$ cat src/common/uart_rx_pkg.sv
// Summary of operation
// - Invert input on request; receive only when enabled
// - Frame: start zero, 8/9 data lsb first, stops
// - Completed character loads empty buffer, sets full flag
// - Full buffer on completion: overrun, character discarded
// - Sixteen-times sampling; three ones then zero is edge
// - Start accepted when two of slots 3/5/7 low
// - Bit value is majority of slots 8/9/10
// - Any disagreeing sample in frame sets noise flag
// - Every falling edge outside the start bit realigns the bit sample counter
// - Non-break framing error preloads edge history with ones
// - Framing flag set blocks transfers into the buffer
// - Sleep suppresses receive flags except optional idle flag
// - Idle wakeup after 10, 11 or 12 idle bits
// - Waking idle sets idle flag only if enabled
// - Idle counting starts after start or after stop
// - Address mark msb clears sleep (two stops: bit before msb also one); character is received
// - Three masked request outputs: transmit, receive, error
// - Transmit empty and complete request when enabled
// - Status read then data read clears full flag
// - Idle flag clears likewise; rearms after new character
// - Error flags set with full flag, never on overrun
// - Enabled receiver sets edge flag; write one clears
// - Sampling rate derived from the bus clock
package uart_rx_pkg;

	// Divider and sampling
	localparam int        DIV_W       = 13;          // Width of bus-clock divider
	localparam logic [4:0] SLOT_FIRST = 5'h01;       // Slot of the edge sample
	localparam logic [4:0] SLOT_THREE = 5'h03;
	localparam logic [4:0] SLOT_FIVE  = 5'h05;
	localparam logic [4:0] SLOT_SEVEN = 5'h07;
	localparam logic [4:0] SLOT_EIGHT = 5'h08;
	localparam logic [4:0] SLOT_NINE  = 5'h09;
	localparam logic [4:0] SLOT_TEN   = 5'h0a;
	localparam logic [4:0] SLOT_LAST  = 5'h10;       // Sixteenth slot ends a bit
	localparam logic [2:0] HIST_ONES  = 3'h7;        // Three high samples

	// Frame shape
	localparam logic [3:0] DATA_BITS_8 = 4'h8;
	localparam logic [3:0] DATA_BITS_9 = 4'h9;
	localparam logic [3:0] CHAR_BASE   = 4'ha;       // Start + 8 data + 1 stop

	// Receiver states
	typedef enum logic [2:0] {
		ST_HUNT  = 3'b001,                       // Searching for falling edge
		ST_START = 3'b010,                       // Checking start bit
		ST_BITS  = 3'b100                        // Data and stop bits
	} rx_state_t;

endpackage : uart_rx_pkg

$ cat src/design/uart_receiver_wakeup_flags.sv
`timescale 1ns/1ns
module uart_receiver_wakeup_flags
	import uart_rx_pkg::*;
#(
	parameter int DIVW = DIV_W
)(
	input  wire logic            clock,
	input  wire logic            rst_b,
	input  wire logic            rx_pin,             // Serial receive line
	input  wire logic [DIVW-1:0] baud_div,           // Bus cycles per sample tick
	input  wire logic            receiver_on,
	input  wire logic            rx_input_invert,
	input  wire logic            nine_bit_mode,
	input  wire logic            stop_bit_count_select,
	input  wire logic            parity_enable,
	input  wire logic            parity_odd,
	input  wire logic            idle_count_type,
	input  wire logic            wake_method,        // 0 idle line, 1 address mark
	input  wire logic            idle_flag_in_sleep,
	input  wire logic            sleep_write,        // Software write of sleep bit
	input  wire logic            sleep_wdata,
	input  wire logic            status_read,        // Status register read pulse
	input  wire logic            data_read,          // Data register read pulse
	input  wire logic            edge_flag_clear,    // Write one to edge flag
	input  wire logic            tx_empty_flag,
	input  wire logic            tx_complete_flag,
	input  wire logic            break_detect_flag,
	input  wire logic            tx_empty_irq_enable,
	input  wire logic            tx_complete_irq_enable,
	input  wire logic            rx_full_irq_enable,
	input  wire logic            idle_irq_enable,
	input  wire logic            edge_irq_enable,
	input  wire logic            break_irq_enable,
	input  wire logic            overrun_irq_enable,
	input  wire logic            noise_irq_enable,
	input  wire logic            framing_irq_enable,
	input  wire logic            parity_irq_enable,
	output logic [8:0]           rx_data,
	output logic                 rx_full_flag,
	output logic                 idle_flag,
	output logic                 overrun_flag,
	output logic                 noise_flag,
	output logic                 framing_error_flag,
	output logic                 parity_error_flag,
	output logic                 rx_edge_flag,
	output logic                 rx_sleep,
	output logic                 tx_irq,
	output logic                 rx_irq,
	output logic                 err_irq
);

	// ----------------------------------------
	// Helpers
	// ----------------------------------------

	// Two-of-three vote
	function automatic logic maj3(input logic a, input logic b, input logic c);
		maj3 = (a & b) | (a & c) | (b & c);
	endfunction : maj3

	// ----------------------------------------
	// Receiver state
	// ----------------------------------------

	rx_state_t       st_q, st_d;           // Receiver state
	logic [DIVW-1:0] div_q, div_d;         // Sample tick divider
	logic [2:0]      hist_q, hist_d;       // Edge search history
	logic [4:0]      rt_q, rt_d;           // Slot within bit time
	logic [3:0]      bit_q, bit_d;         // 0 start, then data, then stops
	logic [2:0]      vote_q, vote_d;       // Held samples for voting
	logic [8:0]      sh_q, sh_d;           // Assembled data bits
	logic            nz_q, nz_d;           // Noise seen this frame
	logic            fe_q, fe_d;           // Stop bit low this frame
	logic            prev_q, prev_d;       // Last decided data bit
	logic [7:0]      icnt_q, icnt_d;       // Idle sample counter
	logic            lvl_q, lvl_d;         // Line level last clock
	logic            tick;                 // Sixteen-times sample enable
	logic            s;                    // Sampled, optionally inverted line
	logic            edge_seen;            // Falling edge on this tick
	logic            done;                 // Frame finished this cycle
	logic            wake_mark;            // Address mark seen in sleep
	logic            idle_hit;             // Full idle character reached
	logic            perr;                 // Parity mismatch of frame
	logic            v;                    // Decided bit value
	logic [3:0]      ndata;                // Data bits per frame
	logic [3:0]      lastbit;              // Index of last stop bit
	logic [7:0]      itarget;              // Idle samples per character
	logic            icount_ok;            // Idle counting permitted

	// Next-state logic for the receive path
	always_comb begin
		st_d      = st_q;
		div_d     = div_q;
		hist_d    = hist_q;
		rt_d      = rt_q;
		bit_d     = bit_q;
		vote_d    = vote_q;
		sh_d      = sh_q;
		nz_d      = nz_q;
		fe_d      = fe_q;
		prev_d    = prev_q;
		icnt_d    = icnt_q;
		done      = 1'b0;
		wake_mark = 1'b0;
		idle_hit  = 1'b0;
		perr      = 1'b0;
		v         = 1'b0;
		tick      = 1'b0;
		s         = rx_pin ^ rx_input_invert;
		lvl_d     = s;
		ndata     = nine_bit_mode ? DATA_BITS_9 : DATA_BITS_8;
		lastbit   = ndata + {3'h0, stop_bit_count_select} + 4'h1;
		itarget   = {CHAR_BASE + {3'h0, nine_bit_mode}
			+ {3'h0, stop_bit_count_select}, 4'h0};
		icount_ok = (st_q != ST_START) && (!idle_count_type || st_q == ST_HUNT);
		edge_seen = 1'b0;
		if (!receiver_on) begin
			// Disabled receiver returns to hunt with divider, history and idle count cleared
			st_d   = ST_HUNT;
			div_d  = '0;
			hist_d = 3'h0;
			icnt_d = 8'h00;
		end else begin
			// Bus-clock divider gives the sample tick
			if (baud_div == '0 || div_q >= baud_div - DIVW'(1)) begin
				div_d = '0;
				tick  = 1'b1;
			end else begin
				div_d = div_q + DIVW'(1);
			end
		end
		if (tick) begin
			hist_d    = {hist_q[1:0], s};
			edge_seen = (hist_q == HIST_ONES) && !s;
			// Idle line counter, saturating at one character
			if (!s || !icount_ok) begin
				icnt_d = 8'h00;
			end else if (icnt_q != itarget) begin
				icnt_d   = icnt_q + 8'h01;
				idle_hit = (icnt_q == itarget - 8'h01);
			end
			case (st_q)
				ST_HUNT: begin
					// Falling edge opens a candidate start bit
					if (edge_seen) begin
						st_d  = ST_START;
						rt_d  = SLOT_FIRST;
						bit_d = 4'h0;
						nz_d  = 1'b0;
						fe_d  = 1'b0;
						sh_d  = 9'h000;
					end
				end
				ST_START: begin
					rt_d = rt_q + 5'h01;
					if (rt_d == SLOT_THREE) begin
						vote_d[0] = s;
					end else if (rt_d == SLOT_FIVE) begin
						vote_d[1] = s;
					end else if (rt_d == SLOT_SEVEN) begin
						// Verdict from slots three, five and seven
						if (maj3(vote_q[0], vote_q[1], s)) begin
							st_d = ST_HUNT;
						end else if (vote_q[0] | vote_q[1] | s) begin
							nz_d = 1'b1;
						end
					end else if (rt_d >= SLOT_EIGHT && rt_d <= SLOT_TEN) begin
						// Start level already decided; high here is noise
						if (s) begin
							nz_d = 1'b1;
						end
					end else if (rt_d == SLOT_LAST) begin
						st_d  = ST_BITS;
						rt_d  = 5'h00;
						bit_d = 4'h1;
					end
				end
				ST_BITS: begin
					rt_d = rt_q + 5'h01;
					if (edge_seen) begin
						rt_d = SLOT_FIRST;
					end
					if (rt_d == SLOT_EIGHT) begin
						vote_d[0] = s;
					end else if (rt_d == SLOT_NINE) begin
						vote_d[1] = s;
					end else if (rt_d == SLOT_TEN) begin
						v = maj3(vote_q[0], vote_q[1], s);
						if (vote_q[0] != v || vote_q[1] != v || s != v) begin
							nz_d = 1'b1;
						end
						if (bit_q <= ndata) begin
							// Data bits arrive lsb first
							sh_d[bit_q - 4'h1] = v;
							prev_d = v;
							if (bit_q == ndata && v && wake_method
								&& rx_sleep && (!stop_bit_count_select || prev_q)) begin
								wake_mark = 1'b1;
							end
						end else begin
							if (!v) begin
								fe_d = 1'b1;
							end
							if (bit_q == lastbit) begin
								// Frame ends at mid last stop bit
								done = 1'b1;
								st_d = ST_HUNT;
								perr = parity_enable
									&& ((^(sh_d & (nine_bit_mode ? 9'h1ff : 9'h0ff)))
									!= parity_odd);
								if (fe_d && sh_d != 9'h000) begin
									hist_d = HIST_ONES;
								end
							end
						end
					end else if (rt_d == SLOT_LAST) begin
						rt_d  = 5'h00;
						bit_d = bit_q + 4'h1;
					end
				end
				default: begin
					st_d = ST_HUNT;
				end
			endcase
		end
	end

	// Receive path registers
	always_ff @(posedge clock or negedge rst_b) begin
		if (!rst_b) begin
			st_q   <= ST_HUNT;
			div_q  <= '0;
			hist_q <= 3'h0;
			rt_q   <= 5'h00;
			bit_q  <= 4'h0;
			vote_q <= 3'h0;
			sh_q   <= 9'h000;
			nz_q   <= 1'b0;
			fe_q   <= 1'b0;
			prev_q <= 1'b0;
			icnt_q <= 8'h00;
			lvl_q  <= 1'b1;
		end else begin
			st_q   <= st_d;
			div_q  <= div_d;
			hist_q <= hist_d;
			rt_q   <= rt_d;
			bit_q  <= bit_d;
			vote_q <= vote_d;
			sh_q   <= sh_d;
			nz_q   <= nz_d;
			fe_q   <= fe_d;
			prev_q <= prev_d;
			icnt_q <= icnt_d;
			lvl_q  <= lvl_d;
		end
	end

	// ----------------------------------------
	// Status flags and sleep
	// ----------------------------------------

	logic [8:0] data_d;                    // Next buffered character
	logic       full_d, idle_d, ovr_d, nf_d, fef_d, pf_d, edge_d, sleep_d;
	logic       armed_q, armed_d;          // Status read seen, awaiting data read
	logic       iallow_q, iallow_d;        // Idle flag may set again
	logic       clr_go;                    // Read sequence completes
	logic       accept;                    // Completed frame eligible
	logic       load;                      // Character enters buffer
	logic       idle_set;                  // Idle flag sets now

	// Next values for flags
	always_comb begin
		clr_go   = data_read && armed_q;
		armed_d  = status_read ? 1'b1 : (data_read ? 1'b0 : armed_q);
		accept   = done && !rx_sleep && !framing_error_flag;
		load     = accept && !rx_full_flag;
		idle_set = idle_hit && iallow_q
			&& (!rx_sleep || idle_flag_in_sleep);
		data_d   = load ? sh_d : rx_data;
		// Hardware sets win over a clearing read
		full_d   = load | (rx_full_flag & ~clr_go);
		ovr_d    = (accept && rx_full_flag) | (overrun_flag & ~clr_go);
		nf_d     = (load && nz_d) | (noise_flag & ~clr_go);
		fef_d    = (load && fe_d) | (framing_error_flag & ~clr_go);
		pf_d     = (load && perr) | (parity_error_flag & ~clr_go);
		idle_d   = idle_set | (idle_flag & ~clr_go);
		iallow_d = load ? 1'b1 : (idle_set ? 1'b0 : iallow_q);
		// Falling edge of line while enabled and awake
		edge_d   = (receiver_on && !rx_sleep && lvl_q && !lvl_d)
			| (rx_edge_flag & ~edge_flag_clear);
		// Software write first, then automatic wakeups
		if (sleep_write) begin
			sleep_d = sleep_wdata;
		end else if (wake_mark || (idle_hit && !wake_method && rx_sleep)) begin
			sleep_d = 1'b0;
		end else begin
			sleep_d = rx_sleep;
		end
	end

	// Flag registers
	always_ff @(posedge clock or negedge rst_b) begin
		if (!rst_b) begin
			rx_data            <= 9'h000;
			rx_full_flag       <= 1'b0;
			idle_flag          <= 1'b0;
			overrun_flag       <= 1'b0;
			noise_flag         <= 1'b0;
			framing_error_flag <= 1'b0;
			parity_error_flag  <= 1'b0;
			rx_edge_flag       <= 1'b0;
			rx_sleep           <= 1'b0;
			armed_q            <= 1'b0;
			iallow_q           <= 1'b1;
		end else begin
			rx_data            <= data_d;
			rx_full_flag       <= full_d;
			idle_flag          <= idle_d;
			overrun_flag       <= ovr_d;
			noise_flag         <= nf_d;
			framing_error_flag <= fef_d;
			parity_error_flag  <= pf_d;
			rx_edge_flag       <= edge_d;
			rx_sleep           <= sleep_d;
			armed_q            <= armed_d;
			iallow_q           <= iallow_d;
		end
	end

	// ----------------------------------------
	// Request outputs
	// ----------------------------------------

	// Masked request groups
	assign tx_irq = (tx_empty_flag & tx_empty_irq_enable)
		| (tx_complete_flag & tx_complete_irq_enable);
	assign rx_irq = (rx_full_flag & rx_full_irq_enable)
		| (idle_flag & idle_irq_enable)
		| (rx_edge_flag & edge_irq_enable)
		| (break_detect_flag & break_irq_enable);
	assign err_irq = (overrun_flag & overrun_irq_enable)
		| (noise_flag & noise_irq_enable)
		| (framing_error_flag & framing_irq_enable)
		| (parity_error_flag & parity_irq_enable);

endmodule : uart_receiver_wakeup_flags

$ cat config.mk
export PLATFORM = sky130hd
export DESIGN_NAME = uart_receiver_wakeup_flags
export DESIGN_NICKNAME = d
export VERILOG_FILES = /design/src/common/uart_rx_pkg.sv /design/src/design/uart_receiver_wakeup_flags.sv
export SDC_FILE = /design/constraint.sdc
export NUM_CORES = 1
export LEC_CHECK = 0
export ABC_AREA = 1
export ABC_CLOCK_PERIOD_IN_PS = 3500
export BUFFER_PORTS_ARGS = -buffer_cell sky130_fd_sc_hd__buf_2
export CORE_UTILIZATION = 60
export DETAILED_ROUTE_END_ITERATION = 10
export PLACE_DENSITY_LB_ADDON = 0.05
export SKIP_LAST_GASP = 1
export SYNTH_ARGS = -nofsm -noshare
export SYNTH_HDL_FRONTEND = slang
export SYNTH_SLANG_ARGS = --single-unit
$ cat constraint.sdc
create_clock -name clock -period 3.5 [get_ports clock]
set_input_delay 0.35 -clock clock [delete_from_list [all_inputs] [get_ports clock]]
set_output_delay 0.35 -clock clock [all_outputs]
set_load 0.01 [all_outputs]
# Word level (Yosys, flattened, before mapping)
# Cells that the tools add are included.
[totals]
reg_bits = 70
latchBits = 0
ram_bits = 0
romBits = 0
in_bits = 43
out_inout_bits = 20
word_cells = 309
memories = 0
[op_classes]
n_addsub = 11
multipliers = 0
div_mod_pow = 0
order_cmp = 6
n_eq_ne = 36
shift = 0
n_mux = 134
n_bitwise = 44
reduce_logical = 54
[ops]
columns = ["op", "count"]
rows = [
  ["two-way mux 3 bit", 23],
  ["two-way mux 1 bit", 66],
  ["two-way mux 5 bit", 13],
  ["two-way mux 9 bit", 7],
  ["two-way mux 4 bit", 10],
  ["two-way mux 8 bit", 4],
  ["two-way mux 13 bit", 2],
  ["!= test 2 bit (second input constant)", 13],
  ["logical AND 1 bit", 25],
  ["bitwise AND 1 bit", 20],
  ["OR 1 bit", 18],
  ["case mux 9 bit (2 select lines)", 1],
  ["equality test 5 x 4 -> 1 bit (second input constant)", 3],
  ["case mux 5 bit (3 select lines)", 1],
  ["adder 13 x 1 -> 13 bit (second input constant)", 1],
  ["greater-or-equal comparator 13 bit", 1],
  ["zero test 13 bit", 1],
  ["subtractor 13 x 1 -> 13 bit (second input constant)", 1],
  ["case mux 4 bit (3 select lines)", 1],
  ["AND reduction 12 bit", 1],
  ["AND reduction 6 bit", 2],
  ["equality test 5 x 3 -> 1 bit (second input constant)", 2],
  ["equality test 5 bit (second input constant)", 2],
  ["bitwise AND 9 bit", 1],
  ["38 further kinds", 66],
]

# Depth between registers and ports, before layout
# Gate-level depths: netlist of run 1.
[depth]
ltp_word = 21
mapped_depth = 22
mapped_depth_nobuf = 21

# Worst setup path after synthesis of run 1
# Ideal clock, no wire load.
[synth_timing]
path_type = "input -> register"
startpoint = "in baud_div[1]"
endpoint = "reg bit_q[1]"
setup_ps = 120
t_arrival_ps = 2798
t_required_ps = 3380
slack_ps = 582
cell_stages = 20
n_path_buf = 1
cell_sequence = "or2_1 nor2_1 nand3_1 nor3_1 nand3_1 nor3_2 xnor2_1 ha_1 nand2_1 inv_1 nand3_1 nor2_1 nand2_1 nand4_1 nand2_4 nor2_4 nand2_2 buf_6 o21ai_0 nand2_1"
[synth_between]
elab_chain_cells = 6
word_cells_on_any_way = 7
cone_classes = "add/sub (1); order compare (1); mux (2); reduce/logical (3)"
[synth_lines]
columns = ["item", "line", "source"]
rows = [
  ["start: declaration", "uart_receiver_wakeup_flags.sv:10", "input wire logic [DIVW-1:0] baud_div,"],
  ["subtractor 13 x 1 -> 13 bit", "uart_receiver_wakeup_flags.sv:125", "if (baud_div == '0 || div_q >= baud_div - DIVW'(1)) begin"],
  ["greater-or-equal comparator 13 bit", "uart_receiver_wakeup_flags.sv:125", ""],
  ["logical OR 1 bit *", "uart_receiver_wakeup_flags.sv:125", ""],
  ["two-way mux 1 bit *", "uart_receiver_wakeup_flags.sv:125", ""],
  ["two-way mux 1 bit *", "uart_receiver_wakeup_flags.sv:117", "if (!receiver_on) begin"],
  ["AND reduction 12 bit (no source line) *", "-", ""],
  ["end signal: assignment", "uart_receiver_wakeup_flags.sv:248", "bit_q <= bit_d;"],
  ["end: declaration", "uart_receiver_wakeup_flags.sv:69", "logic [3:0] bit_q, bit_d;"],
]
# Every way passes the cells marked *; elsewhere a longest branch is shown, timed or not.
# A chain may end at the register's enable or synchronous reset.

# Worst setup path in the final report of run 1
[layout_timing]
startpoint = "in baud_div[2]"
endpoint = "reg rx_data[6]"
[layout_between]
elab_chain_cells = 9
word_cells_on_any_way = 11
cone_classes = "add/sub (1); order compare (1); mux (4); reduce/logical (5)"
[layout_lines]
columns = ["item", "line", "source"]
rows = [
  ["subtractor 13 x 1 -> 13 bit", "uart_receiver_wakeup_flags.sv:125", ""],
  ["greater-or-equal comparator 13 bit", "uart_receiver_wakeup_flags.sv:125", ""],
  ["logical OR 1 bit *", "uart_receiver_wakeup_flags.sv:125", ""],
  ["two-way mux 1 bit *", "uart_receiver_wakeup_flags.sv:125", ""],
  ["two-way mux 1 bit *", "uart_receiver_wakeup_flags.sv:117", ""],
  ["two-way mux 1 bit", "uart_receiver_wakeup_flags.sv:132", "if (tick) begin"],
  ["logical AND 1 bit (2 in series)", "uart_receiver_wakeup_flags.sv:276", "accept = done && !rx_sleep && !framing_error_flag;"],
  ["logical AND 1 bit", "uart_receiver_wakeup_flags.sv:277", "load = accept && !rx_full_flag;"],
  ["end signal: assignment", "uart_receiver_wakeup_flags.sv:317", "rx_data <= data_d;"],
  ["end: declaration", "uart_receiver_wakeup_flags.sv:38", "output logic [8:0] rx_data,"],
]
# Marks and branches as above.

==> impl_metrics.toml, run 1 <==
[setup_path]
timing.rr.end = "rx_data[8]"
setup.worst_path.class = "input port to flop"
cp_data_arrival_time_ns = 3.30
r2r_cells = 11
reg2reg_from = "bit_q[0]"
crit_path_start_kind = "input port"
required_ns = 3.76
crit_path_end_kind = "flop"
rrSetupSlack_ns = 1.13
worstPathMaxFanout = 12

[cts]
clock-sinks = 70
post_cts_buffers = 0
path_clk_slew_ns = 0.08
numCtsBuffers = 9
ctsHoldBuffers = 0
cts-htree-levels = 3
cts_resized = 0
clk_latency_ns = 0.36
cts_tree = "yes"
root_buffer = "clkbuf_8"
cts.path.max_buffers = 2

[global_routing]
grt_start_max_net_pins = 46
grt_pass1_wl_um = 19870
grt_pass1_vias = 4522
antenna_found_initial = 0
grt_use_total_pct = 28.62
grt_overflow = 0

[routing]
post-route-drc-count = 0
drt-total-wl_um = 11730
avgRoutedWirePerCell_um = 13.45
ant_nets = 0
drt_pass1_iterations = 5
drt_iter0_markers = 250
vias = 4729
avgViaCountPerCell = 5.423

[power]
finalPower_mw = 1.709
power.leakage_nw = 3.049
ir_worst_vdd_uv = 171.3
power.density_nw_per_um2 = 301.1

[yosys]
synth_edf_count = 0
synth_area_leaders = "dfrtp_1 33%, nand2_1 15%, ha_1 8.8%, inv_1 6.4%, nor2_1 4.8%"
ys_seq_area_share_pct = 34.38
yosys_register_bits = 70
postSynth.topFlopCell = "dfrtp_1"
synthCells = 697
synth_common_cells = "199 x nand2_1, 87 x inv_1, 67 x dfrtp_1"
avgSynthCellArea_um2 = 7.326
synth_top_area_share_pct = 32.84
ys_types = 41
synth-async-reset-ratio_pct = 100.0
yosysMostFrequentCell = "nand2_1"
synth_area_um2 = 5106
yosysWarnings = 0
synth.largest_area_cell = "dfrtp_1"
synth_nets = 776

[floorplanning]
io_pins = 63
start_util_pct = 62.14
rows = 33
coreArea_um2 = 8217
die_y_um = 94.25
die_x_um = 94.25
die_area_um2 = 8883

[timing]
clock_skew_ns = 0.01622
worstMarginPinSlew_ns = 0.6279
finalSetupViolations = 0
post-route-worst-setup-slack_ns = 0.4594
period_share_pct = 86.87
fmax_mhz = 328.9
relSlewSlack_pct = 58.14
hold_viol_final = 0
grt_setup_unrepaired = "false"
final.setup.tns_ns = 0
min_period_ns = 3.041
slew_violations = 0

[place]
place_ws_ns = 0.05761
portBuffers = 62
dpl_cell_area_um2 = 5490
hpwl_um = 8895
gp_congestion = 0.8837
dp.cells = 856

[layout]
final_cell_count_no_fill = 872
diodes = 0
synthToLayoutAreaGrowth_pct = 11.15
drive_gt1_share_pct = 16.30
fin_area_um2 = 5675
fin_nets = 841

[min_path]
min_path_type = "input port to async pin"

[run]
cap_violations = 0

[outcome]
status = "complete, no violations"
[through the flow]
step | utilization (%) | hold slack [ns]
final | 69.07 | 0.001238
after global routing | 69.07 | 0.04783
after CTS | 69.07 | 0.01199
after detailed placement | 66.82 | 0.4039
after global placement | 66.82 | 0.3923
after floorplan | - | 0.05441
[worst max path at each step]
stage,from,endpoint,slack [ns],cells after the start
global route,baud_div[2],rx_data[4],0.13,21
global placement,baud_div[1],noise_flag,0.21,21
CTS,baud_div[2],rx_data[6],0.43,21
floorplan,baud_div[1],bit_q[1],0.58,20
finish,baud_div[2],rx_data[6],0.46,21
detailed placement,baud_div[2],rx_data[3],0.06,21
[worst max-delay path, cell delays in order]
cell,delay (ns)
buf_2,0.12
or2_1,0.20
nor2_1,0.16
nand3_1,0.13
nor3_1,0.25
nand3_1,0.18
nor3_2,0.15
xnor2_1,0.14
ha_1,0.27
nand2_1,0.08
inv_1,0.04
o21ai_0,0.07
nand2_1,0.07
nor2_1,0.11
nand4_1,0.17
nand2_4,0.21
nor2_4,0.06
nand4_4,0.15
clkinv_2,0.20
nand2_1,0.12
nand2_1,0.05
[logic make-up after synthesis]
logic type      after synthesis  share of synthesized area (%)
simple gates                386                          35.29
compound gates               65                          7.008
fa+ha+maj                    36                          8.821
xor+xnor                     32                          5.489
flops                        70                          34.38
buf+inv                     108                          9.017
[metal layers]
layer	share of wire (%)	track usage, %	vias to the layer above
li1	-	-	2378
met4	1.9	10.13	0
met2	48	48.79	125
met5	0	0	-
met1	45	36.21	2205
met3	5.0	4.935	21
[state kept, by name, summed over array words and instances (netlist names), 2 cells and up]
| register | flops |
|---|---|
| st_q | 3 |
| sh_q | 9 |
| bit_q | 4 |
| rx_data | 9 |
| rt_q | 5 |
| icnt_q | 8 |
| div_q | 13 |
| vote_q | 2 |
| hist_q | 3 |
[power breakdown]
part,switching (mW),internal [mW]
Sequential,0.0185,0.822
Combinational,0.151,0.0844
Clock,0.363,0.271
Total,0.532,1.18
[cell usage in the layout, fill, tap and decap left out, types with 22 or more instances in the layout]
cell / n
xor2_1: 22
dfrtp_1: 67
nor2_1: 65
nand2_1: 199
buf_2: 62
ha_1: 36
nand3_1: 47
o21ai_0: 35
nand4_1: 30
inv_1: 87
[final cells by class]
class / count / area [µm²]
multi-input combinational: 519 / 2890
timing repair buffer: 68 / 355.3
clock buffer: 9 / 123.9
inverter: 94 / 357.8
tap: 105 / 131.4
fill: 712 / 2541
clock inverter: 7 / 61.31
sequential: 70 / 1755
Power figures use the tool's default switching activity.
==> run 2: changes to the inputs <==
--- a/config.mk
+++ b/config.mk
@@ -11,6 +11,7 @@
 export CORE_UTILIZATION = 60
 export DETAILED_ROUTE_END_ITERATION = 10
 export PLACE_DENSITY_LB_ADDON = 0.05
+export RECOVER_POWER = 100
 export SKIP_LAST_GASP = 1
 export SYNTH_ARGS = -nofsm -noshare
 export SYNTH_HDL_FRONTEND = slang
==> impl_metrics.toml, run 2 (synthesis results as in run 1) <==
[floorplanning]
rows = 33
start_util_pct = 62.14
coreArea_um2 = 8217
io_pins = 63
die_area_um2 = 8883
die_y_um = 94.25
die_x_um = 94.25

[routing]
vias = 4711
avgRoutedWirePerCell_um = 13.48
drt-total-wl_um = 11760
post-route-drc-count = 0
drt_iter0_markers = 247
ant_nets = 0
avgViaCountPerCell = 5.403
drt_pass1_iterations = 5

[power]
ir_worst_vdd_uv = 171.3
power.leakage_nw = 2.955
power.density_nw_per_um2 = 303.6
finalPower_mw = 1.707

[timing]
clock_skew_ns = 0.01616
final.setup.tns_ns = 0
hold_viol_final = 0
worstMarginPinSlew_ns = 1.502
fmax_mhz = 324.0
period_share_pct = 88.17
grt_setup_unrepaired = "false"
relSlewSlack_pct = -0.1129
min_period_ns = 3.086
finalSetupViolations = 0
slew_violations = 26

[cts]
numCtsBuffers = 9
clk_latency_ns = 0.37
cts_resized = 0
cts-htree-levels = 3
cts_tree = "yes"
post_cts_buffers = 0
cts.path.max_buffers = 2
clock-sinks = 70
root_buffer = "clkbuf_8"
path_clk_slew_ns = 0.09
ctsHoldBuffers = 0

[global_routing]
grt_pass1_vias = 4522
antenna_found_initial = 0
grt_start_max_net_pins = 46
grt_pass1_wl_um = 19870
grt_overflow = 0
grt_use_total_pct = 28.62

[run]
cap_violations = 1

[layout]
top_register = "div_q"
final_cell_mix = "200 x nand2_1, 89 x inv_1, 67 x nor2_1, 67 x dfrtp_1, 47 x nand3_1"
reg_top3 = "div_q x13, rx_data x9, sh_q x9"
fin_nets = 841
largest_reg_flops = 13
synthToLayoutAreaGrowth_pct = 10.10
diodes = 0
layout_commonest_cell = "nand2_1"
final_core_util_pct = 68.42
final_cell_count_no_fill = 872
drive_gt1_share_pct = 12.65

[place]
dp.cells = 856
portBuffers = 62
gp_congestion = 0.8837
hpwl_um = 8895

[setup_path]
required_ns = 3.79
worstPathMaxFanout = 9
crit_path_start_kind = "input port"
setup.worst_path.class = "input port to flop"
cp_data_arrival_time_ns = 3.37
crit_path_end_kind = "flop"

[outcome]
failed_checks = "capacitance limit, slew limit"
status = "complete, but fails checks"

[min_path]
min_path_type = "input port to flop"
## run 2: power by group
group / switching (mW) / total, mW / internal, mW / leakage [nW]
sequential: 0.0188 / 0.841 / 0.822 / 0.935
combinational: 0.151 / 0.232 / 0.0814 / 1.93
clock: 0.364 / 0.634 / 0.271 / 0.0888
## run 2: cell type report
cell class	instances	area [µm²]
repair buffers	68	319.1
multi-input cells	519	2873
well taps	105	131.4
clock inverters	7	61.31
flip-flops and latches	70	1755
inverters	94	357.8
clock buffers	9	123.9
fillers	723	2595
## run 2: metrics by stage
step	setup slack [ns]	hold WS, ns	instance area (µm²)
after floorplan	0.5817	0.05441	5106
after global placement	0.2112	0.3923	5490
after detailed placement	0.05761	0.4039	5490
after CTS	0.4305	0.01199	5675
after global routing	0.07165	0.1608	5622
final	0.4139	0.1682	5622
## run 2: final timing paths
path	start	to	slack, ns	cells past startpoint
max in group asynchronous	rst_b	st_q[1]	1.31	2
hold reg to reg	rx_data[2]	rx_data[2]	0.49	2
setup reg to reg	bit_q[0]	rx_data[8]	1.12	11
hold / removal	edge_flag_clear	rx_edge_flag	0.17	2
min in group asynchronous	rst_b	div_q[3]	0.34	1
setup / recovery	baud_div[1]	icnt_q[4]	0.41	20
## run 2: metal layers
layer  up-vias  global-route usage (%)  wire length, µm
met4         0                   10.13              197
met5         -                       0                0
met2       102                   48.79             5709
li1       2378                       -                -
met1      2215                   36.21             5352
met3        16                   4.935              498
## run 2: critical path, stage by stage
cell and delay [ns]:
buf_2 0.10, or2_1 0.22, nor2_1 0.16, nand3_1 0.13
nor3_1 0.25, nand3_1 0.18, nor3_2 0.15, xnor2_1 0.14
ha_1 0.27, nand2_1 0.08, inv_1 0.04, o21ai_0 0.07
nand2_1 0.07, nor2_1 0.11, nand4_1 0.17, nand2_4 0.20
nor2_2 0.12, nor2_1 0.31, nand2_1 0.09, a21oi_1 0.15
==> run 3: changes to the inputs <==
--- a/config.mk
+++ b/config.mk
@@ -8,11 +8,13 @@
 export ABC_AREA = 1
 export ABC_CLOCK_PERIOD_IN_PS = 3500
 export BUFFER_PORTS_ARGS = -buffer_cell sky130_fd_sc_hd__buf_2
-export CORE_UTILIZATION = 60
+export CELL_PAD_IN_SITES_DETAIL_PLACEMENT = 0
+export CELL_PAD_IN_SITES_GLOBAL_PLACEMENT = 1
+export CORE_UTILIZATION = 46
 export DETAILED_ROUTE_END_ITERATION = 10
 export PLACE_DENSITY_LB_ADDON = 0.05
 export RECOVER_POWER = 100
-export SKIP_LAST_GASP = 1
+export SETUP_SLACK_MARGIN = 0.5
 export SYNTH_ARGS = -nofsm -noshare
 export SYNTH_HDL_FRONTEND = slang
 export SYNTH_SLANG_ARGS = --single-unit
==> impl_metrics.toml, run 3 (synthesis results as in run 1) <==
[outcome]
status = "complete, no violations"

[min_path]
whs_path_depth = 2
holdCritStartpoint = "data_read"
min_path_type = "input port to flop"
holdPathEnd = "armed_q"

[timing]
final.setup.tns_ns = 0
relSlewSlack_pct = 17.96
hold_viol_final = 0
fmax_mhz = 322.3
period_share_pct = 88.66
whs_ns = 0.1731
min_period_ns = 3.103
grt_setup_unrepaired = "true"
slew_violations = 0
finalSetupViolations = 0
clock_skew_ns = 0.01072
worstMarginPinSlew_ns = 1.231

[global_routing]
antenna_found_initial = 0
grt_start_max_net_pins = 34
grt_pass1_vias = 4437
grt_use_total_pct = 23.51
grt_pass1_wl_um = 21000
grt_overflow = 0

[floorplanning]
die_area_um2 = 11530
coreArea_um2 = 10840
die_y_um = 107.4
rows = 38
io_pins = 63
die_x_um = 107.4
start_util_pct = 47.10

[setup_path]
setup.worst_path.class = "input port to flop"
r2r_cells = 13
slowest_stage = "ha_1"
worstPathMaxFanout = 5
crit_path_start_kind = "input port"
path_depth = 22
cp_data_arrival_time_ns = 3.35
crit_family = "simple AND/OR/NAND/NOR gates"
required_ns = 3.74
reg2reg_from = "rt_q[0]"
crit_buf_inv = 4
slowest_delay_ns = 0.30
rrSetupSlack_ns = 1.12
crit_chain = "buf_8 -> or2_1 -> nor2_1 -> nand3_2 -> nor3_4 -> nand3_1 -> nor3_1 -> xnor2_1 -> ha_1 -> nand2_1 -> inv_2 -> nand3_2 -> a21oi_1 -> nor2_1 -> nand4_1 -> nand2_4 -> buf_12 -> nor2_4 -> buf_4 -> nand2_4 -> o21ai_0 -> nand2_1"
timing.rr.end = "rx_data[7]"
crit_path_end_kind = "flop"

[power]
power.leakage_nw = 3.106
ir_worst_vdd_uv = 185.6
power.density_nw_per_um2 = 297.0

[routing]
vias = 4714
ant_nets = 0
avgViaCountPerCell = 5.091
avgRoutedWirePerCell_um = 13.95
drt_iter0_markers = 237
drt-total-wl_um = 12920
drt_pass1_iterations = 4
post-route-drc-count = 0

[place]
hpwl_um = 9471
portBuffers = 62
gp_congestion = 0.8496

[layout]
drive_gt1_share_pct = 17.30
regArea_um2 = 1755
synthToLayoutAreaGrowth_pct = 17.03
diodes = 0
multi_input_area_um2 = 2992
top_register = "div_q"
final_cell_mix = "189 x nand2_1, 86 x inv_1, 67 x dfrtp_1"
reg_top3 = "div_q x13, rx_data x9, sh_q x9"
largest_reg_flops = 13
fin_nets = 860
fillers = 1084
layout_commonest_cell = "nand2_1"

[cts]
cts.path.max_buffers = 2
cts_tree = "yes"
numCtsBuffers = 9
clk_latency_ns = 0.36
root_buffer = "clkbuf_8"
cts-htree-levels = 3
path_clk_slew_ns = 0.08
clock-sinks = 70

[run]
cap_violations = 0
-- run 3: changes by cell type in the layout (fill, tap and decap cells not counted), moves of 4 or more --
| cell | previous run | this run |
|---|---|---|
| buf_4 | 3 | 11 |
| nand2_1 | 200 | 189 |
| nand2_2 | 6 | 15 |
| nand2_4 | 4 | 8 |
| o21ai_0 | 35 | 31 |
-- run 3: how the worst max path moves through the flow --
stage,startpoint,end,slack [ns]
after floorplan,baud_div[1],bit_q[1],0.58
after global placement,baud_div[1],noise_flag,0.16
after CTS,baud_div[1],noise_flag,0.54
final,baud_div[2],bit_q[1],0.40
after global routing,baud_div[2],bit_q[1],0.18
after detailed placement,baud_div[1],noise_flag,0.06
-- run 3: worst register-to-register path, cell delays in order, from the launching register on --
cell      delay (ns)
dfrtp_1         0.57
ha_1            0.31
nand3_2         0.09
nand2_2         0.09
nand2_4         0.09
inv_4           0.10
nand4_4         0.09
nor2_4          0.23
nand2_2         0.12
clkinv_2        0.10
nand4_4         0.17
buf_8           0.22
nand2_2         0.05
nand2_1         0.04
-- run 3: routing by layer --
layer | vias to the layer above | track usage, % | part of all wire, %
li1 | 2418 | - | -
met5 | - | 0 | 0
met3 | 10 | 4.116 | 3.0
met4 | 0 | 9.393 | 0.95
met1 | 2208 | 31.03 | 48
met2 | 78 | 38.11 | 48
-- run 3: final cells by class --
cell class	count	share of cell area (%)
timing repair inverter	1	0.08375
timing repair buffer	84	8.061
clock buffer	13	2.659
multi-input combinational	521	50.06
clock inverter	3	0.7119
tap	140	2.931
sequential	70	29.38
inverter	94	6.114
-- run 3: repair_timing --
action,4_1_cts,5_1_grt
pin swaps,0,23
setup buffers,0,12
endpoints found under the hold margin,15,0
resized for setup,1,50
setup endpoints to repair,3,53
hold buffers,1,0
gates cloned,0,4
-- run 3: through the flow --
step                      utilization (%)  setup WS (ns)  instances  total power [mW]  cell area (µm²)
after floorplan                         -         0.5817        697             1.005             5106
after global placement              51.19         0.1628        893             1.089             5549
after detailed placement            51.19        0.05535        893             1.097             5549
after CTS                           53.19         0.5448        910             1.795             5766
after global routing                55.12         0.1838        926             1.865             5976
final                               55.12         0.3971        926             1.775             5976
-- run 3: where the power goes --
part           total (mW)  internal (mW)  switching, mW  leakage (nW)
logic               0.243         0.0876          0.155          2.07
registers           0.841          0.822         0.0189         0.935
clock network       0.691          0.368          0.323        0.0996
total                1.77           1.28          0.497          3.11
